## config.mk

```make
export PLATFORM = sky130hd
export DESIGN_NAME = snc_top
export DESIGN_NICKNAME = d
export VERILOG_FILES = /design/src/logic/snc_pkg.sv /design/src/logic/snc_if.sv /design/src/logic/snc_cic.sv /design/src/logic/snc_top.sv
export SDC_FILE = /design/constraint.sdc
export NUM_CORES = 1
export LEC_CHECK = 0
export BUFFER_PORTS_ARGS = -buffer_cell sky130_fd_sc_hd__buf_4
export CAP_MARGIN = 20
export CORE_MARGIN = 5
export CORE_UTILIZATION = 53
export CTS_CLUSTER_DIAMETER = 120
export DETAILED_ROUTE_END_ITERATION = 10
export GPL_TIMING_DRIVEN = 0
export PLACE_DENSITY = 0.69
export SETUP_SLACK_MARGIN = 0.02
export SYNTH_ARGS = -nofsm -noshare
export SYNTH_HDL_FRONTEND = slang
export SYNTH_SLANG_ARGS = --single-unit
```

## constraint.sdc

```tcl
create_clock -name core_clk -period 10.1 [get_ports core_clk]
set_clock_uncertainty 0.15 [all_clocks]
set_input_delay 0.505 -clock core_clk [delete_from_list [all_inputs] [get_ports core_clk]]
set_output_delay 0.505 -clock core_clk [all_outputs]
set_load 0.01 [all_outputs]
```

## src/logic/snc_pkg.sv

```systemverilog
// Overview of operation
// [RULE1] Only data input is the modulator's one-bit stream; ones density carries value.
// [RULE2] Four cascaded moving sums over N samples, normalised by N, decimated by N.
// [RULE3] Output words arrive at 5 Hz; sample rate is N times that rate.
// [RULE4] Results count as settled only after four full 200 ms output periods.
// [RULE5] All decimation timing derives from a 4.9152 MHz master clock rate.
// [RULE6] Datapath holds values 25% beyond full scale without wrapping or clipping.
// [RULE7] Output is a signed count; 1 mV per count wide range, 3.5 digits.
// [RULE8] Results beyond displayable limits raise separate overrange and underrange flags.
// [RULE9] Internal offset is measured and subtracted continuously with no external trigger; the code measures it in a zero phase every OFS_EVERY words.
// [RULE10] Decimation ratio is 128 for 3.5 digits and 1024 for 4.5 digits.
// [RULE11] Power-up reset clears all accumulators and decimation state.
// [RULE12] A one-cycle valid strobe accompanies each new output word.
`default_nettype none
package snc_pkg;
    localparam int CLK_HZ = 25_000_000;
    localparam int MCLK_HZ = 4_915_200;
    localparam int OUT_HZ = 5;
    localparam int OUT_PERIOD_MS = 200;
    localparam int SETTLE_PERIODS = 4;
    localparam int SETTLE_MS = SETTLE_PERIODS * OUT_PERIOD_MS;
    localparam int ORDER = 4;
    localparam int OSR_LOG2_35 = 7;
    localparam int OSR_LOG2_45 = 10;
    localparam int FS_COUNT_35 = 2000;
    localparam int FS_COUNT_45 = 20000;
    localparam int COUNT_UV_35 = 1000;
    localparam int COUNT_UV_45 = 100;
    localparam int HEAD_NUM = 5;
    localparam int HEAD_DEN = 4;
    localparam int OFS_EVERY = 50;
    localparam logic [31:0] PH_INC = 32'(MCLK_HZ);
    localparam logic [31:0] PH_MOD = 32'(CLK_HZ);
    typedef enum logic [0:0] {
        SNC_CONV = 1'b0,
        SNC_ZERO = 1'b1
    } snc_mode_t;
endpackage
`default_nettype wire

```

## src/logic/snc_if.sv

```systemverilog
`timescale 1ns/100ps
`default_nettype none
interface snc_if #(parameter int W = 30);
    logic smp_en;
    logic smp_bit;
    logic word_vld;
    logic [W-1:0] word;
    modport filt (input smp_en, input smp_bit, output word_vld, output word);
    modport ctl (output smp_en, output smp_bit, input word_vld, input word);
endinterface
`default_nettype wire

```

## src/logic/snc_cic.sv

```systemverilog
`timescale 1ns/100ps
`default_nettype none
module snc_cic #(
    parameter int OSR_LOG2 = snc_pkg::OSR_LOG2_35
) (
    input wire logic core_clk,
    input wire logic rst_n,
    snc_if.filt f
);
    import snc_pkg::*;
    localparam int W = ORDER * OSR_LOG2 + 2;
    localparam logic [W-1:0] ONE = W'(1);
    localparam logic [W-1:0] MINUS_ONE = '1;

    typedef struct packed {
        logic [ORDER-1:0][W-1:0] integ;
        logic [ORDER-1:0][W-1:0] dly;
        logic [OSR_LOG2-1:0] phase;
        logic [W-1:0] word;
        logic vld;
    } snc_cic_st_t;

    snc_cic_st_t cur_r, cur_nxt;
    logic [W-1:0] acc, tmp;

    ////////////////////////////////////////////////////////////////////////
    // Integrators run modulo 2^W; the combs undo any wrap exactly, so the
    // decimated word is exact as long as it fits W bits, which it does.
    always_comb begin
        acc = '0;
        tmp = '0;
        cur_nxt = cur_r;
        cur_nxt.vld = 1'b0;
        if (f.smp_en) begin
            // [RULE1] bit to +/-1
            cur_nxt.integ[0] = cur_r.integ[0] + (f.smp_bit ? ONE : MINUS_ONE);
            // [RULE2] integrator cascade
            for (int k = 1; k < ORDER; k++) begin
                cur_nxt.integ[k] = cur_r.integ[k] + cur_r.integ[k-1];
            end
            cur_nxt.phase = cur_r.phase + 1'b1;
            // [RULE10] decimate by N
            if (cur_r.phase == '1) begin
                acc = cur_r.integ[ORDER-1];
                for (int k = 0; k < ORDER; k++) begin
                    tmp = acc - cur_r.dly[k];
                    cur_nxt.dly[k] = acc;
                    acc = tmp;
                end
                cur_nxt.word = acc;
                cur_nxt.vld = 1'b1;
            end
        end
    end

    // [RULE11] cleared at reset
    always_ff @(posedge core_clk or negedge rst_n) begin
        if (!rst_n) begin
            cur_r <= '0;
        end else begin
            cur_r <= cur_nxt;
        end
    end

    assign f.word_vld = cur_r.vld;
    assign f.word = cur_r.word;
endmodule
`default_nettype wire

```

## src/logic/snc_top.sv

```systemverilog
`timescale 1ns/100ps
`default_nettype none
module snc_top #(
    parameter int OSR_LOG2 = snc_pkg::OSR_LOG2_35,
    parameter int FS_COUNT = snc_pkg::FS_COUNT_35,
    parameter int OUT_W = 16,
    parameter int SMP_DIV = snc_pkg::MCLK_HZ / (snc_pkg::OUT_HZ << OSR_LOG2),
    parameter int OFS_EVERY = snc_pkg::OFS_EVERY
) (
    input wire logic core_clk,
    input wire logic rst_n,
    input wire logic mod_bit,
    output logic signed [OUT_W-1:0] result,
    output logic result_vld,
    output logic over_range,
    output logic under_range,
    output logic settled,
    output logic zero_sel
);
    import snc_pkg::*;
    localparam int RAW_W = ORDER * OSR_LOG2 + 2;
    localparam int HEAD_W = 20;
    localparam int SHIFT = ORDER * OSR_LOG2;
    localparam logic signed [HEAD_W-1:0] HEAD_CNT = HEAD_W'(FS_COUNT * HEAD_NUM / HEAD_DEN);
    localparam logic signed [OUT_W-1:0] LIM = OUT_W'(FS_COUNT - 1);
    localparam logic [15:0] DIV_LAST = 16'(SMP_DIV - 1);
    localparam logic [7:0] WORD_LAST = 8'(OFS_EVERY - 1);
    localparam logic [2:0] SETTLE_N = 3'(SETTLE_PERIODS);

    typedef struct packed {
        logic [31:0] ph;
        logic [15:0] div;
        logic smp_en;
        logic smp_bit;
        snc_mode_t mode;
        logic [7:0] wcnt;
        logic [2:0] settle;
        logic signed [OUT_W-1:0] ofs;
        logic signed [OUT_W-1:0] result;
        logic vld;
        logic over;
        logic under;
        logic settled;
        logic zero_sel;
    } snc_top_st_t;

    snc_top_st_t cur_r, cur_nxt;
    snc_if #(.W(RAW_W)) f_if ();

    snc_cic #(.OSR_LOG2(OSR_LOG2)) snc_cic_inst (
        .core_clk(core_clk),
        .rst_n(rst_n),
        .f(f_if.filt)
    );

    // Full-scale density (+/-0.8) maps to +/-FS_COUNT; density +/-1 leaves 25% headroom.
    // A limitation: reading minus offset must fit OUT_W bits, so the wide variant with a
    // large offset wants a wider output.
    // [RULE6] headroom scaling
    function automatic logic signed [OUT_W-1:0] scale_raw(input logic signed [RAW_W-1:0] raw);
        logic signed [RAW_W+HEAD_W-1:0] prod;
        prod = (RAW_W + HEAD_W)'(raw) * (RAW_W + HEAD_W)'(HEAD_CNT);
        scale_raw = OUT_W'(prod >>> SHIFT);
    endfunction

    // [RULE8] display limits
    function automatic logic above_range(input logic signed [OUT_W-1:0] val);
        above_range = val > LIM;
    endfunction

    function automatic logic below_range(input logic signed [OUT_W-1:0] val);
        below_range = val < -LIM;
    endfunction

    logic signed [OUT_W-1:0] scaled, count;

    ////////////////////////////////////////////////////////////////////////
    always_comb begin
        cur_nxt = cur_r;
        cur_nxt.smp_en = 1'b0;
        cur_nxt.vld = 1'b0;
        // [RULE2] normalise by N^4
        scaled = scale_raw($signed(f_if.word));
        // [RULE9] offset subtraction
        count = scaled - cur_r.ofs;
        // The accumulator averages exactly the master rate; single ticks jitter by one
        // core cycle, which moves sample instants only and leaves the word rate exact.
        // [RULE5] master-rate phase step
        if (cur_r.ph >= PH_MOD - PH_INC) begin
            cur_nxt.ph = cur_r.ph + PH_INC - PH_MOD;
            // [RULE3] sample rate N*5Hz
            if (cur_r.div == DIV_LAST) begin
                cur_nxt.div = '0;
                cur_nxt.smp_en = 1'b1;
                cur_nxt.smp_bit = mod_bit;
            end else begin
                cur_nxt.div = cur_r.div + 1'b1;
            end
        end else begin
            cur_nxt.ph = cur_r.ph + PH_INC;
        end
        if (f_if.word_vld) begin
            cur_nxt.wcnt = cur_r.wcnt + 1'b1;
            case (cur_r.mode)
                SNC_CONV: begin
                    // [RULE12] word strobe
                    cur_nxt.vld = 1'b1;
                    // [RULE7] signed count out
                    cur_nxt.result = count;
                    // [RULE8] range flags
                    cur_nxt.over = above_range(count);
                    cur_nxt.under = below_range(count);
                    // The count saturates so that a long run of words never wraps it.
                    // [RULE4] settle count
                    if (cur_r.settle != SETTLE_N) begin
                        cur_nxt.settle = cur_r.settle + 1'b1;
                    end
                    cur_nxt.settled = cur_r.settle == SETTLE_N;
                    // [RULE9] periodic zero phase
                    if (cur_r.wcnt == WORD_LAST) begin
                        cur_nxt.mode = SNC_ZERO;
                        cur_nxt.zero_sel = 1'b1;
                        cur_nxt.wcnt = '0;
                    end
                end
                SNC_ZERO: begin
                    // The filter needs four full words of shorted input first.
                    // These words are never strobed, so the display keeps its last reading.
                    if (cur_r.wcnt == 8'(SETTLE_PERIODS)) begin
                        cur_nxt.ofs = scaled;
                        cur_nxt.mode = SNC_CONV;
                        cur_nxt.zero_sel = 1'b0;
                        cur_nxt.wcnt = '0;
                        cur_nxt.settle = '0;
                        cur_nxt.settled = 1'b0;
                    end
                end
                default: begin
                    cur_nxt.mode = SNC_CONV;
                end
            endcase
        end
    end

    // [RULE11] power-up state, starts with an offset measurement
    always_ff @(posedge core_clk or negedge rst_n) begin
        if (!rst_n) begin
            cur_r <= '{mode: SNC_ZERO, zero_sel: 1'b1, default: '0};
        end else begin
            cur_r <= cur_nxt;
        end
    end

    assign f_if.smp_en = cur_r.smp_en;
    assign f_if.smp_bit = cur_r.smp_bit;
    assign result = cur_r.result;
    assign result_vld = cur_r.vld;
    assign over_range = cur_r.over;
    assign under_range = cur_r.under;
    assign settled = cur_r.settled;
    assign zero_sel = cur_r.zero_sel;
endmodule
`default_nettype wire

```

; After elaboration in Yosys (flattened, before gate mapping)
; Cells that the tools add are included.
[totals]
reg_bits = 376
output_inout_bits = 21
wordCells = 77
[classes]
n_addsub = 15
multipliers = 1
order_cmp = 3
n_eq_ne = 9
muxes = 16
bitwise_logic = 1
reduce_logical = 7
[op_table]
columns = cell, count
row1 = adder 30 bit, 4
row2 = subtractor 30 bit, 4
row3 = multiplier 30 x 11 -> 41 bit (second input constant), 1
row4 = adder 32 x 23 -> 32 bit (second input constant), 1
row5 = greater-or-equal comparator 32 x 25 -> 1 bit (second input constant), 1
row6 = two-way mux 32 bit, 1
row7 = subtractor 32 x 25 -> 32 bit (second input constant), 1
row8 = two-way mux 30 bit, 1
row9 = two-way mux 28 bit, 1
row10 = one-hot mux 12 bit (2 select lines), 1
row11 = adder 16 x 1 -> 16 bit (second input constant), 1
row12 = equality test 16 x 13 -> 1 bit (second input constant), 1
row13 = greater-than comparator 16 x 12 -> 1 bit (second input constant), 1
row14 = < comparator 16 x 12 -> 1 bit (second input constant), 1
row15 = two-way mux 16 bit, 1
row16 = subtractor 15 x 15 -> 16 bit, 1
row17 = two-way mux 9 bit, 1
row18 = AND reduction 3 bit, 3
row19 = adder 8 x 1 -> 8 bit (second input constant), 1
row20 = equality test 8 x 3 -> 1 bit (second input constant), 1
row21 = equality test 8 x 6 -> 1 bit (second input constant), 1
row22 = AND reduction 2 bit, 4
row23 = adder 7 x 1 -> 7 bit (second input constant), 1
row24 = equality test 7 bit (second input constant), 1
row25 = other kinds (11), 17

; Depth between registers and ports, before layout
[depth]
word_depth = 5
depth_mapped = 41
mapped_depth_nobuf = 41

; Modules after synthesis
; A second synthesis with hierarchy kept.
[hier_totals]
hier_cells = 3590
area_unflattened_um2 = 32153.3
[by_module_without_submodules]
columns = module, n_inst, cells_each, area_per_inst_um2, seq_area_each_um2
row1 = snc_cic, 1, 2500, 21799.7, 6956.7
row2 = snc_top, 1, 1090, 10353.7, 2304.7

; Least setup slack after synthesis
; No wires, ideal clock.
[synth_timing]
path_kind = reg-to-reg
from = register snc_cic_inst.cur_r[38] (netlist name)
to = register snc_cic_inst.cur_r (netlist bit snc_cic_inst.f.word[28])
arrival_ps = 7069
path_slack_ps = 2747
path_stages_with_launch = 39
path_buffers = 0
path_cell_list = dfrtp_1 > ha_1 > fa_1 > nor2b_1 > o21a_1 > o21ai_1 > a21oi_1 > o21ai_0 > nand2b_1 > a21oi_1 > xnor2_1 > ha_1 > a211oi_1 > nor2_1 > or3_1 > o21ai_0 > xnor2_1 > ha_1 > (+3 left out) > o21ai_0 > nor2b_1 > o21ai_0 > nand2b_1 > a21oi_1 > xnor2_1 > ha_1 > a21o_1 > a21o_1 > a21o_1 > a21o_1 > a21o_1 > a21o_1 > a211oi_2 > o21ai_0 > a31oi_1 > xor2_1 > o21ai_0
[synth_via]
elab_chain_len = 4
[synth_lines]
columns = item, line
row1 = start: declaration, snc_cic.sv:23  ; snc_cic_st_t cur_r, cur_nxt;
row2 = start signal: assignment, snc_cic.sv:61  ; cur_r <= cur_nxt;
row3 = subtractor 30 bit (4 in series), snc_cic.sv:46  ; tmp = acc - cur_r.dly[k];
; No other way between the ends.
; A chain may end at the register's enable or synchronous reset.

; Final worst setup path
[layout_timing]
from = register snc_cic_inst.cur_r[248] (netlist name)
to = register snc_cic_inst.cur_r (netlist bit snc_cic_inst.f.word[28])
; Same word-level chain as after synthesis.

==> key figures <==
Die
  • Die H: 253 um
  • I/O pin count: 24
  • Row Count: 89
  • Initial Utilization: 53.3%
  • Die Span X: 253 um
  • Core region area: 58,800 sq um
  • Die area: 64,100 sq um

Drt
  • Via Count: 24,000
  • Pre-antenna DRT Iters: 7
  • Vias/cell: between 5 and 6
  • Post-Route WL: 68,400 um
  • 1st-iter DRT viols: roughly 1,100
  • Final ANT Viol Nets: 0
  • DRC: 0
  • Avg WL per Cell: 15.8 um

Clocking
  • Setup bufs post-CTS: 0
  • Longest Clk Path Bufs: 3
  • CTS H-tree depth: 2
  • Clock Latency Late Sink: 0.59 ns
  • CTS resizes: 0
  • CTS Hold Bufs: 2
  • CTS tree: done
  • Root Buffer: clkbuf_16
  • Clk slew on worst S/H paths: 0.06 ns
  • Cts bufs inserted: 45
  • Clock sink count: 370

Min path
  • Worst min path class: flop to flop
  • Worst hold start: snc_cic_inst.cur_r[37]
  • Worst min-delay path endpoint: snc_cic_inst.cur_r[37]
  • Hold depth: 1

Logic synthesis
  • Main synth FF type: dfrtp_1
  • #FFs+latches synth: 370
  • Syn nets: slightly below 4,000
  • Most frequent cell after synthesis: ha_1
  • Area share of the largest cell type after synthesis: 29.4%
  • Gate Count Post-Synth: 3,441
  • Post-synthesis mux area share: 4.18%
  • Distinct cells, synth: 86
  • Synth area leader: dfrtp_1
  • Largest family of logic cells by synthesized area: adder cells
  • Register area share after synthesis: 29.5%
  • Avg Synthesized Cell Area: between 9 and 10 sq um
  • Synth top cells by count: ha_1, inv_1, dfrtp_1
  • Post-synth EDFFs: 0
  • Yosys warning count: 0
  • Syn Std Cell Area: 31,300 sq um
  • Post-synth ARST share: 100%
  • XOR/XNOR Fraction of Synth Area: 8.07%
  • Synth Area in Compound Gates: 18.0%
  • Adder-cell area share of the yosys netlist: between 20 and 25%
  • Largest cells by area after synthesis: dfrtp_1, ha_1, fa_1, xnor2_1, inv_1
  • Simple-gate share of the synthesized area: 11.9%

Run
  • Maxcap violations: 0

Worst setup path
  • CP required: 10.39 ns
  • FF-to-FF Start: snc_cic_inst.cur_r[248]
  • Worst EP arrival: roughly 9.1 ns
  • CP dominant cell by count: o21ai_0
  • Worst R2R Path Depth: 39
  • Crit path kind: flop to flop
  • Reg2reg end: snc_cic_inst.f.word[28]
  • Crit-path slowest cell: o21ai_0
  • CP max stage delay: 0.44 ns
  • Reg-to-reg slack, setup: 1.33 ns
  • Critical Path Start Type: flop
  • Kind of end point of the critical path: flop
  • CP max FO: 6

GRT
  • Grt total ovfl: 0
  • Total Routing Usage GR: 21.3%
  • Largest net degree at the start of global routing: roughly 120
  • Vias in the first global route: 23,700
  • First-pass GRT wire length: 115,000 um
  • Initial antenna violation count: 0

Cells and area
  • Layout cells sized above 1: 7.57%
  • Finished Layout Cells: 4,326
  • Fin nets: 4,026
  • Layout area overhead: 9.34%
  • Antenna Cells: 0

Place
  • GPL Wtd Cong: 0.824
  • I/O Buffers: 23
  • Post-DP HPWL: 52,300 um
  • Placed cell count: 4,242

Pwr
  • Lkg Pwr: 17.8 nW
  • Pwr Total: 3.32 mW
  • Max rail drop VDD: 0.124 mV
  • Cell Pwr Density: 96.8 nW/um^2

Timing
  • RSZ-0062 raised after global routing: no
  • Peak Freq: approximately 110 MHz
  • Hold Vio Cnt, Final: 0
  • Slew Viols, Final: 0
  • Setup tns final: 0 ns
  • Worst-Margin Slew: 0.872 ns
  • Slew HR: between 40% and 50%
  • Final worst path period need: around 8.8 ns
  • Final setup fails: 0
  • Tcrit/Tclk final: a little under 90%

Status
  • Status: finished clean
## critical path: cells and delay by family (launching register included)
family | cells | cell delay (ns)
DFF | 1 | 0.35
buffers and inverters | 1 | 0.07
AOI/OAI and AO/OA | 22 | 4.53
adders and majority gates | 5 | 1.57
xor gates and xnor gates | 4 | 0.82
and+or+nand+nor | 7 | 1.13
## metal layers
layer	up-vias	global-route usage, %	part of all wire, %
li1	12100	-	-
met1	11500	28.6	47
met2	239	36.1	47
met3	121	2.83	2.6
met4	0	6.26	3.0
met5	-	0	0
## placed cells by master (no fill, tap or decap), types with 21 or more instances in the layout
cell,Yosys,layout
o21a_1,25,25
fa_1,95,95
nand3_1,56,56
clkbuf_16,0,47
a21o_1,136,136
a31oi_1,21,21
a21oi_1,212,212
a211oi_1,24,24
nand4_1,28,28
nand2_1,333,333
o31ai_1,34,34
xor2_1,94,94
clkbuf_1,66,71
and3_1,27,27
o21ai_0,261,261
nand2b_1,45,45
ha_1,410,410
inv_1,383,383
mux2_2,110,110
dfrtp_1,368,368
nor2_1,165,165
o21bai_1,37,37
nor3_1,50,50
buf_4,16,38
xnor2_1,192,192
nor2b_1,36,36
## per-stage QoR
step | cell area (sq um) | hold slack, ns | util, % | setup WS, ns
3_5_place_dp | 32600 | 0.312 | 55.5 | 1.33
2_1_floorplan | 31300 | 0.0594 | - | 2.75
3_3_place_gp | 32500 | 0.305 | 55.2 | 1.02
4_1_cts | 34300 | 0.319 | 58.3 | 1.28
6_report | 34300 | 0.317 | 58.3 | 1.33
5_1_grt | 34300 | 0.347 | 58.3 | 0.612
## flip-flops by register name, summed over array words and instances, names as in the netlist
name / flops
over_range: 1
f_if.smp_en: 1
settled: 1
f_if.smp_bit: 1
cur_r: 69
snc_cic_inst.f.word: 30
result_vld: 1
zero_sel: 1
snc_cic_inst.cur_r: 247
snc_cic_inst.f.word_vld: 1
result: 16
under_range: 1
## how the worst max path moves through the flow
stage,start,endpoint,slack [ns]
after global placement,snc_cic_inst.cur_r[248],snc_cic_inst.f.word[29],1.02
after CTS,snc_cic_inst.cur_r[248],snc_cic_inst.f.word[28],1.28
after floorplan,snc_cic_inst.cur_r[38],snc_cic_inst.f.word[28],2.75
final,snc_cic_inst.cur_r[248],snc_cic_inst.f.word[28],1.33
after detailed placement,snc_cic_inst.cur_r[248],snc_cic_inst.f.word[28],1.33
after global routing,snc_cic_inst.cur_r[248],snc_cic_inst.f.word[28],0.61
## logic make-up (layout without fill, tap and decap cells)
| group | Yosys count | count (layout) |
|---|---|---|
| compound gates | 887 | 887 |
| flops | 370 | 370 |
| xor+xnor | 287 | 287 |
| simple gates | 805 | 805 |
| buf+inv | 470 | 582 |
| fa+ha+maj | 505 | 505 |
| mux | 117 | 117 |
## where the power goes
part / internal (mW) / switching [mW]
clock: 1.13 / 0.673
combinational: 0.00456 / 0.0296
sequential: 1.48 / 0
total: 2.61 / 0.702
## area by class of cell
class                      count  area (sq um)
tap                          773           967
timing repair buffer          30           315
buffer                        87           394
clock buffer                  62          1330
inverter                     383          1440
multi-input combinational   2601         20300
sequential                   370          9260
clock inverter                20           314
fill                        5304         24500
No activity file was read; power rests on OpenSTA's default activity.
